===== config.mk =====
export PLATFORM = sky130hd
export DESIGN_NAME = fi_aggregator
export DESIGN_NICKNAME = d
export VERILOG_FILES = /design/src/inc/fi_pkg.sv /design/src/rtl/fi_aggregator.sv
export SDC_FILE = /design/constraint.sdc
export NUM_CORES = 1
export LEC_CHECK = 0
export BUFFER_PORTS_ARGS = -buffer_cell sky130_fd_sc_hd__buf_2
export CAP_MARGIN = 20
export CORE_ASPECT_RATIO = 1.4
export CORE_MARGIN = 10
export CORE_UTILIZATION = 49
export DETAILED_ROUTE_END_ITERATION = 10
export PLACE_DENSITY = 0.9
export RECOVER_POWER = 50
export SLEW_MARGIN = 10
export SYNTH_ARGS = -nofsm -noshare
export SYNTH_HDL_FRONTEND = slang
export SYNTH_SLANG_ARGS = --single-unit

===== constraint.sdc =====
create_clock -name clk -period 3.24 [get_ports clk]
set_input_delay 0.324 -clock clk [delete_from_list [all_inputs] [get_ports clk]]
set_output_delay 0.324 -clock clk [all_outputs]
set_load 0.1 [all_outputs]

===== src/inc/fi_pkg.sv =====
// Purpose: constants, register map and carriers of the fault indicator aggregator
// Assumes: one 40 MHz clock, synchronous active-high reset, AHB-Lite register access
// Notes: event inputs are one-cycle pulses; switch and card inputs are levels
package fi_pkg;

  // register byte offsets
  localparam logic [7:0] OFF_STATUS = 8'h00;
  localparam logic [7:0] OFF_MASK = 8'h04;
  localparam logic [7:0] OFF_CTRL = 8'h08;
  localparam logic [7:0] OFF_INFO = 8'h0c;

  // status and mask bit positions
  localparam int ST_W = 10;
  localparam int ST_ACCESS = 0;
  localparam int ST_CYCLE = 1;
  localparam int ST_TASK = 2;
  localparam int ST_SUPPLY = 3;
  localparam int ST_DIAG = 4;
  localparam int ST_SWAP = 5;
  localparam int ST_REDUND = 6;
  localparam int ST_MEMCOR = 7;
  localparam int ST_PROG = 8;
  localparam int ST_CARD = 9;

  // control register fields
  localparam int CTRL_W = 8;
  localparam int CT_MEDIA_LO = 0;
  localparam int CT_PORT_LO = 2;
  localparam int CT_PROG_INT = 6;
  localparam int CT_PROG_EXT = 7;
  localparam logic [CTRL_W-1:0] CTRL_RESET = 8'hc0;

  // info register fields
  localparam int IN_LAMP_LO = 0;
  localparam int IN_RACK = 3;
  localparam int IN_CARD = 4;
  localparam int IN_STOP = 5;
  localparam int IN_CAUSE_LO = 8;
  localparam int IN_DIAG_LO = 16;

  localparam int DIAG_W = 8;
  localparam int PORTS = 4;
  localparam logic [3:0] CAUSE_NONE = 4'h0;
  localparam logic [3:0] CAUSE_MEM_MGMT = 4'h1;

  // one-cycle event pulses from the operating system and i/o subsystem
  typedef struct packed {
    logic module_no_response;
    logic cycle_overrun;
    logic task_request_err;
    logic start_info_overflow;
    logic tod_interrupt_err;
    logic battery_empty;
    logic battery_missing;
    logic supply_input_fail;
    logic io_diag_incoming;
    logic sync_diag_incoming;
    logic diag_outgoing;
    logic module_swapped;
    logic wrong_module_type;
    logic sync_module_removed;
    logic cpu_redundancy_loss;
    logic station_loss;
    logic bus_master_fail;
    logic mem_err_corrected;
    logic task_block_absent;
    logic instance_block_bad;
    logic image_update_fail;
  } fi_events_t;

  typedef struct packed {
    logic internal_fault_lamp;
    logic external_fault_lamp;
    logic redundancy_fault_lamp;
  } fi_lamps_t;

  typedef struct packed {
    logic stop_req;
    logic memreset_req;
    logic [3:0] stop_cause;
  } fi_stop_t;

endpackage


===== src/rtl/fi_aggregator.sv =====
// Purpose: gathers fault events into sticky status and drives the three fault lamps
// Assumes: event inputs are one-cycle pulses synchronous to clk
// Notes: ahb-lite slave with zero wait states, always okay
`timescale 1ns/10ps

module fi_aggregator (
  input wire logic clk,
  input wire logic rst,
  // ahb-lite slave
  input wire logic hsel,
  input wire logic [31:0] haddr,
  input wire logic [1:0] htrans,
  input wire logic hwrite,
  input wire logic [2:0] hsize,
  input wire logic [31:0] hwdata,
  input wire logic hready,
  output logic [31:0] hrdata,
  output logic hreadyout,
  output logic hresp,
  // fault sources
  input wire fi_pkg::fi_events_t events,
  input wire logic rack_switch_up,
  input wire logic capacity_card_present,
  // operator side and controller side
  output fi_pkg::fi_lamps_t lamps,
  output logic rack_number,
  output fi_pkg::fi_stop_t stop,
  output logic [fi_pkg::PORTS-1:0] ring_port,
  output logic irq
);
  import fi_pkg::*;

  // ----------------------------------------------------------------
  // state
  // ----------------------------------------------------------------
  typedef struct packed {
    logic [ST_W-1:0] status;
    logic [ST_W-1:0] mask;
    logic [CTRL_W-1:0] ctrl;
    logic [DIAG_W-1:0] diag_cnt;
    fi_lamps_t lamps;
    logic rack;
    fi_stop_t stop;
    logic [PORTS-1:0] ring;
    logic irq;
    logic [31:0] rdata;
    logic wr_pend;
    logic [7:0] wr_addr;
  } fi_state_t;

  fi_state_t s_q;
  fi_state_t s_d;

  // ----------------------------------------------------------------
  // helpers
  // ----------------------------------------------------------------
  // saturating counter step; both incoming sources may fire together
  function automatic logic [DIAG_W-1:0] diag_step(
    input logic [DIAG_W-1:0] cnt,
    input logic [1:0] inc,
    input logic dec
  );
    logic [DIAG_W+1:0] t;
    t = {2'b00, cnt} + {{DIAG_W{1'b0}}, inc};
    if (dec && t != '0) begin
      t = t - {{(DIAG_W+1){1'b0}}, 1'b1};
    end
    if (t > {2'b00, {DIAG_W{1'b1}}}) begin
      t = {2'b00, {DIAG_W{1'b1}}};
    end
    diag_step = t[DIAG_W-1:0];
  endfunction

  function automatic logic hit(input logic [7:0] a, input logic [7:0] off);
    hit = (a == off);
  endfunction

  function automatic logic [31:0] read_word(input fi_state_t s, input logic [7:0] a);
    logic [31:0] w;
    w = '0;
    if (hit(a, OFF_STATUS)) begin
      w[ST_W-1:0] = s.status;
    end else if (hit(a, OFF_MASK)) begin
      w[ST_W-1:0] = s.mask;
    end else if (hit(a, OFF_CTRL)) begin
      w[CTRL_W-1:0] = s.ctrl;
    end else if (hit(a, OFF_INFO)) begin
      w[IN_LAMP_LO +: 3] = s.lamps;
      w[IN_RACK] = s.rack;
      w[IN_CARD] = ~s.status[ST_CARD] | ~s.stop.stop_req;
      w[IN_STOP] = s.stop.stop_req;
      w[IN_CAUSE_LO +: 4] = s.stop.stop_cause;
      w[IN_DIAG_LO +: DIAG_W] = s.diag_cnt;
    end
    read_word = w;
  endfunction

  // ----------------------------------------------------------------
  // next state
  // ----------------------------------------------------------------
  logic [ST_W-1:0] ev_set;
  logic [ST_W-1:0] w1c;
  logic [1:0] diag_inc;
  logic [ST_W-1:0] st_new;
  logic [1:0] media_en;
  logic prog_int;
  logic prog_ext;
  logic addr_ok;

  always_comb begin
    s_d = s_q;
    ev_set = '0;
    w1c = '0;

    ev_set[ST_ACCESS] = events.module_no_response;
    ev_set[ST_CYCLE] = events.cycle_overrun;
    ev_set[ST_TASK] = events.task_request_err | events.start_info_overflow
      | events.tod_interrupt_err;
    ev_set[ST_SUPPLY] = events.battery_empty | events.battery_missing
      | events.supply_input_fail;
    ev_set[ST_DIAG] = events.io_diag_incoming | events.sync_diag_incoming;
    ev_set[ST_SWAP] = events.module_swapped | events.wrong_module_type
      | events.sync_module_removed;
    ev_set[ST_REDUND] = events.cpu_redundancy_loss | events.station_loss
      | events.bus_master_fail;
    ev_set[ST_MEMCOR] = events.mem_err_corrected;
    ev_set[ST_PROG] = events.task_block_absent | events.instance_block_bad
      | events.image_update_fail;
    // the card is a level: the flag is re-set every cycle it stays absent
    ev_set[ST_CARD] = ~capacity_card_present;

    // data phase of a write lands here
    if (s_q.wr_pend) begin
      if (hit(s_q.wr_addr, OFF_STATUS)) begin
        w1c = hwdata[ST_W-1:0];
      end
      if (hit(s_q.wr_addr, OFF_MASK)) begin
        s_d.mask = hwdata[ST_W-1:0];
      end
      if (hit(s_q.wr_addr, OFF_CTRL)) begin
        s_d.ctrl = hwdata[CTRL_W-1:0];
      end
    end

    // a new event beats a clear in the same cycle
    st_new = (s_q.status & ~w1c) | ev_set;
    s_d.status = st_new;

    // pending diagnostic interrupts: incoming counts up, outgoing down
    diag_inc = {1'b0, events.io_diag_incoming} + {1'b0, events.sync_diag_incoming};
    s_d.diag_cnt = diag_step(s_q.diag_cnt, diag_inc, events.diag_outgoing);

    prog_int = s_q.ctrl[CT_PROG_INT];
    prog_ext = s_q.ctrl[CT_PROG_EXT];

    // lamps follow pending status, not the mask, so software masking
    // the interrupt never hides a fault from the operator
    s_d.lamps.internal_fault_lamp = st_new[ST_CYCLE] | st_new[ST_TASK]
      | st_new[ST_MEMCOR] | (prog_int & st_new[ST_PROG]);
    s_d.lamps.external_fault_lamp = st_new[ST_ACCESS] | st_new[ST_SUPPLY]
      | st_new[ST_SWAP] | (prog_ext & st_new[ST_PROG])
      | (s_d.diag_cnt != '0);
    s_d.lamps.redundancy_fault_lamp = st_new[ST_REDUND];

    s_d.rack = rack_switch_up;

    // stop and memory reset held for as long as no card is seen
    if (!capacity_card_present) begin
      s_d.stop.stop_req = 1'b1;
      s_d.stop.memreset_req = 1'b1;
      s_d.stop.stop_cause = CAUSE_MEM_MGMT;
    end else begin
      s_d.stop.stop_req = 1'b0;
      s_d.stop.memreset_req = 1'b0;
    end

    // a port is a ring port only while its interface runs media redundancy
    media_en = s_q.ctrl[CT_MEDIA_LO +: 2];
    for (int i = 0; i < PORTS; i++) begin
      s_d.ring[i] = s_q.ctrl[CT_PORT_LO + i] & media_en[i / 2];
    end

    s_d.irq = |(st_new & s_q.mask);

    // address phase; reads are sampled here so data stands in the data phase
    addr_ok = hsel & htrans[1] & hready;
    s_d.wr_pend = addr_ok & hwrite;
    s_d.wr_addr = haddr[7:0];
    if (addr_ok && !hwrite) begin
      s_d.rdata = read_word(s_q, haddr[7:0]);
    end
  end

  // ----------------------------------------------------------------
  // registers
  // ----------------------------------------------------------------
  always_ff @(posedge clk) begin
    if (rst) begin
      s_q.status <= '0;
      s_q.mask <= '0;
      s_q.ctrl <= CTRL_RESET;
      s_q.diag_cnt <= '0;
      s_q.lamps <= '0;
      s_q.rack <= 1'b0;
      s_q.stop.stop_req <= 1'b0;
      s_q.stop.memreset_req <= 1'b0;
      s_q.stop.stop_cause <= CAUSE_NONE;
      s_q.ring <= '0;
      s_q.irq <= 1'b0;
      s_q.rdata <= '0;
      s_q.wr_pend <= 1'b0;
      s_q.wr_addr <= '0;
    end else begin
      s_q <= s_d;
    end
  end

  // ----------------------------------------------------------------
  // outputs
  // ----------------------------------------------------------------
  assign hrdata = s_q.rdata;
  assign hreadyout = 1'b1;
  assign hresp = 1'b0;
  assign lamps = s_q.lamps;
  assign rack_number = s_q.rack;
  assign stop = s_q.stop;
  assign ring_port = s_q.ring;
  assign irq = s_q.irq;

endmodule


* After elaboration in Yosys (flattened, before gate mapping) *
Cells that the tools add are included.

cells by class
  eq/ne operators = 5
  magnitude comparators = 1
  add/sub/neg operators = 3
  reductions and logical operators = 10
  mux-type cells = 17
  bitwise logic cells = 35

operators by type and width
  operator                                                                           number
  10-bit two-way mux                                                                 5
  8-bit two-way mux                                                                  5
  8-bit by 4-bit == test with 1-bit output (second input constant)                   3
  10-bit AND                                                                         2
  1-bit OR                                                                           19
  8-bit by 3-bit == test with 1-bit output (second input constant)                   2
  8-bit zero test                                                                    2
  6-bit two-way mux                                                                  2
  10-bit by 8-bit greater-than comparator with 1-bit output (second input constant)  1
  10-bit NOT                                                                         1
  10-bit OR                                                                          1
  10-bit nonzero test                                                                1
  10-bit OR reduction                                                                1
  9-bit by 1-bit subtractor with 10-bit output (second input constant)               1
  8-bit by 2-bit adder with 9-bit output                                             1
  1-bit AND                                                                          9
  8-bit nonzero test                                                                 1
  2-bit two-way mux                                                                  3
  2-bit AND reduction                                                                2
  1-bit NOT                                                                          3
  1-bit by 1-bit adder with 2-bit output                                             1
  1-bit logical AND                                                                  2
  1-bit two-way mux                                                                  2
  1-bit zero test                                                                    1

word-level totals
  register bits after elaboration = 77
  logic and storage cells = 87
  output and inout port bits = 49

* Longest topological paths before layout *
  depth in word-level cells = 10
  depth in mapped cells = 13
  gate-level depth less buffers = 13

* Worst setup path after synthesis *
No wires, ideal clock.

  path kind = register -> register
  from = register s_q[4] (netlist bit)
  to = register, netlist name lamps[1]
  cell stages (with the launch flop) = 8
  arrival time = 2.568 ns
  required time = 3.102 ns
  setup time = 0.138 ns
  clock period less this slack = 2.706 ns
  setup slack = 0.534 ns
  cells stage by stage = dfxtp_1 -> or4b_4 -> nor4_4 -> a21boi_1 -> or4_1 -> or4_1 -> a221oi_2 -> a41oi_1

on the way
  word-level cells in the longest chain between the ends = 10
  elaborated cells between the ends (all ways) = 11

ends and longest elaborated chain
  what                  line                  source
  from (decl)           fi_aggregator.sv:51   fi_state_t s_q;
  8-bit zero test *     fi_aggregator.sv:75   hit = (a == off);
  10-bit two-way mux *  fi_aggregator.sv:134  if (hit(s_q.wr_addr, OFF_STATUS)) begin
  10-bit two-way mux *  fi_aggregator.sv:133  if (s_q.wr_pend) begin
  10-bit NOT *          fi_aggregator.sv:146  st_new = (s_q.status & ~w1c) | ev_set;
  10-bit AND *          fi_aggregator.sv:146
  10-bit OR *           fi_aggregator.sv:146
  1-bit OR              fi_aggregator.sv:160  s_d.lamps.external_fault_lamp = st_new[ST_ACCESS] | st_new[ST_SUPPLY]
  1-bit OR              fi_aggregator.sv:161  | st_new[ST_SWAP] | (prog_ext & st_new[ST_PROG])
  1-bit OR *            fi_aggregator.sv:161
  1-bit OR *            fi_aggregator.sv:162  | (s_d.diag_cnt != '0);

Mark *: on every way between the ends. The rest lies on a longest branch, timed or not.
A chain may end at the register's enable or synchronous reset.

* Worst setup path after layout *
  from = register s_q[4] (netlist bit)
  to = register, netlist name lamps[1]

on the way
  word-level cells in the longest chain between the ends = 10
  elaborated cells between the ends (all ways) = 11

ends and longest elaborated chain
  what                  line
  8-bit zero test *     fi_aggregator.sv:75
  10-bit two-way mux *  fi_aggregator.sv:134
  10-bit two-way mux *  fi_aggregator.sv:133
  10-bit NOT *          fi_aggregator.sv:146
  10-bit AND *          fi_aggregator.sv:146
  10-bit OR *           fi_aggregator.sv:146
  1-bit OR              fi_aggregator.sv:160
  1-bit OR              fi_aggregator.sv:161
  1-bit OR *            fi_aggregator.sv:161
  1-bit OR *            fi_aggregator.sv:162

Marks and branches as above.

==> results.json <==
{
  "fin_crit_ps": 3030,
  "crit_fanout": 5,
  "hold_violations": 0,
  "synth_area_leader_cell": "dfxtp_1",
  "rows": 37,
  "vias": 3050,
  "holdWs_ps": 193,
  "cts_buffer_depth": 2,
  "die_h_um": 122,
  "synth_area_mm2": 0.00361,
  "clkTransAtPathRegs_ps": 70,
  "dpl_cell_area_mm2": 0.00381,
  "crit_slowest_cell": "or4_1",
  "p_per_area_mw_per_mm2": 649,
  "rsz0062_at_grt": "no",
  "cts_sinks": 73,
  "critPathMaxStageDelay_ps": 590,
  "synthTopCellsByArea": "dfxtp_1 (40%), buf_4 (9.8%), nor2_1 (4.9%)",
  "initial_core_util_pct": 49.7,
  "hpwlAfterDp_mm": 7.46,
  "drv_cap": 0,
  "boundaryPins": 146,
  "yosys.cell_types.count": 49,
  "rr_worst_depth": 7,
  "critPathArrivalTime_ps": 3230,
  "r2r-end": "lamps[1]",
  "pre_cts_ws_ps": 268,
  "drtIter0Drc": 246,
  "cts_root_buf": "clkbuf_8",
  "skew_ps": 8.43,
  "wl_per_cell_um": 17.0,
  "cts_hold_buf": 0,
  "cts-resized-gates": 0,
  "slew_violations": 0,
  "final_nets": 569,
  "grt_use_total_pct": 16.8,
  "drt.antenna.violating_nets": 0,
  "grt_pass1_wl_mm": 15.1,
  "setup_viol": 0,
  "worst_slew_pin_slew_ps": 1210,
  "antenna_cells": 0,
  "dieArea_mm2": 0.0112,
  "routed_wl_mm": 9.65,
  "crit_chain": "or4b_4, nor4_4, a21boi_1, or4_1, or4_1, a221oi_2, a41oi_1",
  "worst_ep_required_time_ps": 3440,
  "yosysWarnings": 0,
  "irDropWorstVdd_mv": 0.598,
  "synth.yosys.seq_area_share_pct": 40.5,
  "worstSetupPathDepth": 7,
  "ctsHtreeMaxLevel": 3,
  "synth_top_flop_cell": "dfxtp_1",
  "post_cts.repair.setup_buffers": 0,
  "fillCellCount": 688,
  "async_flop_share_pct": 0,
  "synth.avg_cell_area_um2": 8.53,
  "tns_ps": 0,
  "critPathKind": "register to register",
  "cp_top_family": "simple AND/OR/NAND/NOR gates",
  "timing.final.crit_share_pct": 93.6,
  "numCtsBuffers": 9,
  "drcViolationCount": 0,
  "core_area_mm2": 0.00727,
  "ys_seq_elements": 73,
  "worstReg2RegStart": "s_q[4]",
  "min_path_cells": 2,
  "area_growth_pct": 10.1,
  "cts_tree": "built",
  "synthMostInstantiatedCell": "dfxtp_1",
  "relSlewSlack_pct": 20.0,
  "postLayoutCellArea_mm2": 0.00398,
  "syn_inst": 423,
  "max_freq_ghz": 0.330,
  "clk_latency_ps": 350,
  "gp_congestion": 0.912,
  "synth_top_area_share_pct": 40.5,
  "cp-end-kind": "register",
  "via_per_inst": 5.36,
  "grt_overflow_total": 0,
  "postLayoutCoreUtil_pct": 54.7,
  "reg2reg_slack_ps": 210,
  "fin_ws_ps": 209,
  "crit_buf_inv": 0,
  "die_w_um": 92.5,
  "p_leak_nw": 1.61,
  "grt_max_degree": 44,
  "hp-class": "input pin to register",
  "worstHoldStart": "rack_switch_up",
  "min_to": "rack_number",
  "yosys-top-cells-count": "dfxtp_1 (73), buf_4 (47), nor2_1 (47)",
  "drive_above_1_share_pct": 16.1,
  "synth_edf_count": 0,
  "crit_top_cell": "or4_1",
  "worstSetupStartpointType": "register",
  "io_buffer_count": 76,
  "dr.pass1.iters": 5,
  "run_status": "finished clean",
  "grt_pass1_vias": 3108,
  "antenna_found_initial": 0
}
==> cell families (layout without fill, tap and decap cells) <==
logic type	after synthesis	after routing	share of synthesized area, %
other	2	19	0.208
adders and majority gates	4	4	1.59
and+or+nand+nor	146	146	20.1
DFF	73	73	40.5
AOI/OAI and AO/OA	90	90	17.0
muxes	14	14	4.37
buffers and inverters	83	115	13.5
xor gates and xnor gates	11	11	2.67
==> report_power, final <==
part | total, mW | leakage, nW | switching, mW | internal [mW]
combinational | 0.771 | 0.906 | 0.501 | 0.270
clock | 0.762 | 0.102 | 0.333 | 0.429
sequential | 1.05 | 0.597 | 0.0861 | 0.962
total | 2.58 | 1.61 | 0.920 | 1.66
==> layer usage <==
layer,global-route usage (%),share of wire (%),up-vias
met3,5.54,8.0,30
li1,-,-,1487
met4,7.64,3.1,0
met5,0,0,-
met1,16.6,36,1403
met2,30.9,53,130
==> metrics by stage <==
stage / instances / power (mW)
after detailed placement: 554 / 1.83
after global placement: 554 / 1.82
after CTS: 569 / 2.58
after global routing: 569 / 2.70
after floorplan: 440 / 1.66
final: 569 / 2.58
==> layout by cell type, fill, tap and decap left out, drive strengths merged, types with 9 or more instances in the layout <==
cell type,instances
clkbuf,43
buf,52
nand2,45
mux2i,9
conb,19
dfxtp,73
a21oi,28
inv,15
nor2,47
nor2b,17
a22oi,17
==> registers in the layout, indices dropped and copies added (netlist names) <==
register	count
hrdata	18
irq	1
lamps	2
media_en	2
prog_ext	1
prog_int	1
rack_number	1
ring_port	4
s_q	41
stop	2
==> how the worst max path moves through the flow <==
stage            from       end
3_3_place_gp   s_q[4]  lamps[1]
3_5_place_dp   s_q[4]  lamps[1]
2_1_floorplan  s_q[4]  lamps[1]
4_1_cts        s_q[4]  lamps[1]
6_report       s_q[4]  lamps[1]
5_1_grt        s_q[4]       irq
==> worst reg2reg max path: stages (launching register included) <==
cell	delay [ps]
dfxtp_1	310
or4b_4	550
nor4_4	490
a21boi_1	130
or4_1	480
or4_1	590
a221oi_2	200
a41oi_1	130
==> area by class of cell <==
type / count / area [um^2] / area share [%]
multi-input combinational: 284 / 1730 / 43.4
sequential: 73 / 1460 / 36.8
timing repair buffer: 85 / 402 / 10.1
clock buffer: 10 / 128 / 3.21
tap: 97 / 121 / 3.05
clock inverter: 5 / 81.3 / 2.05
inverter: 15 / 56.3 / 1.42
Note: power is estimated with default switching activity, not from simulation.
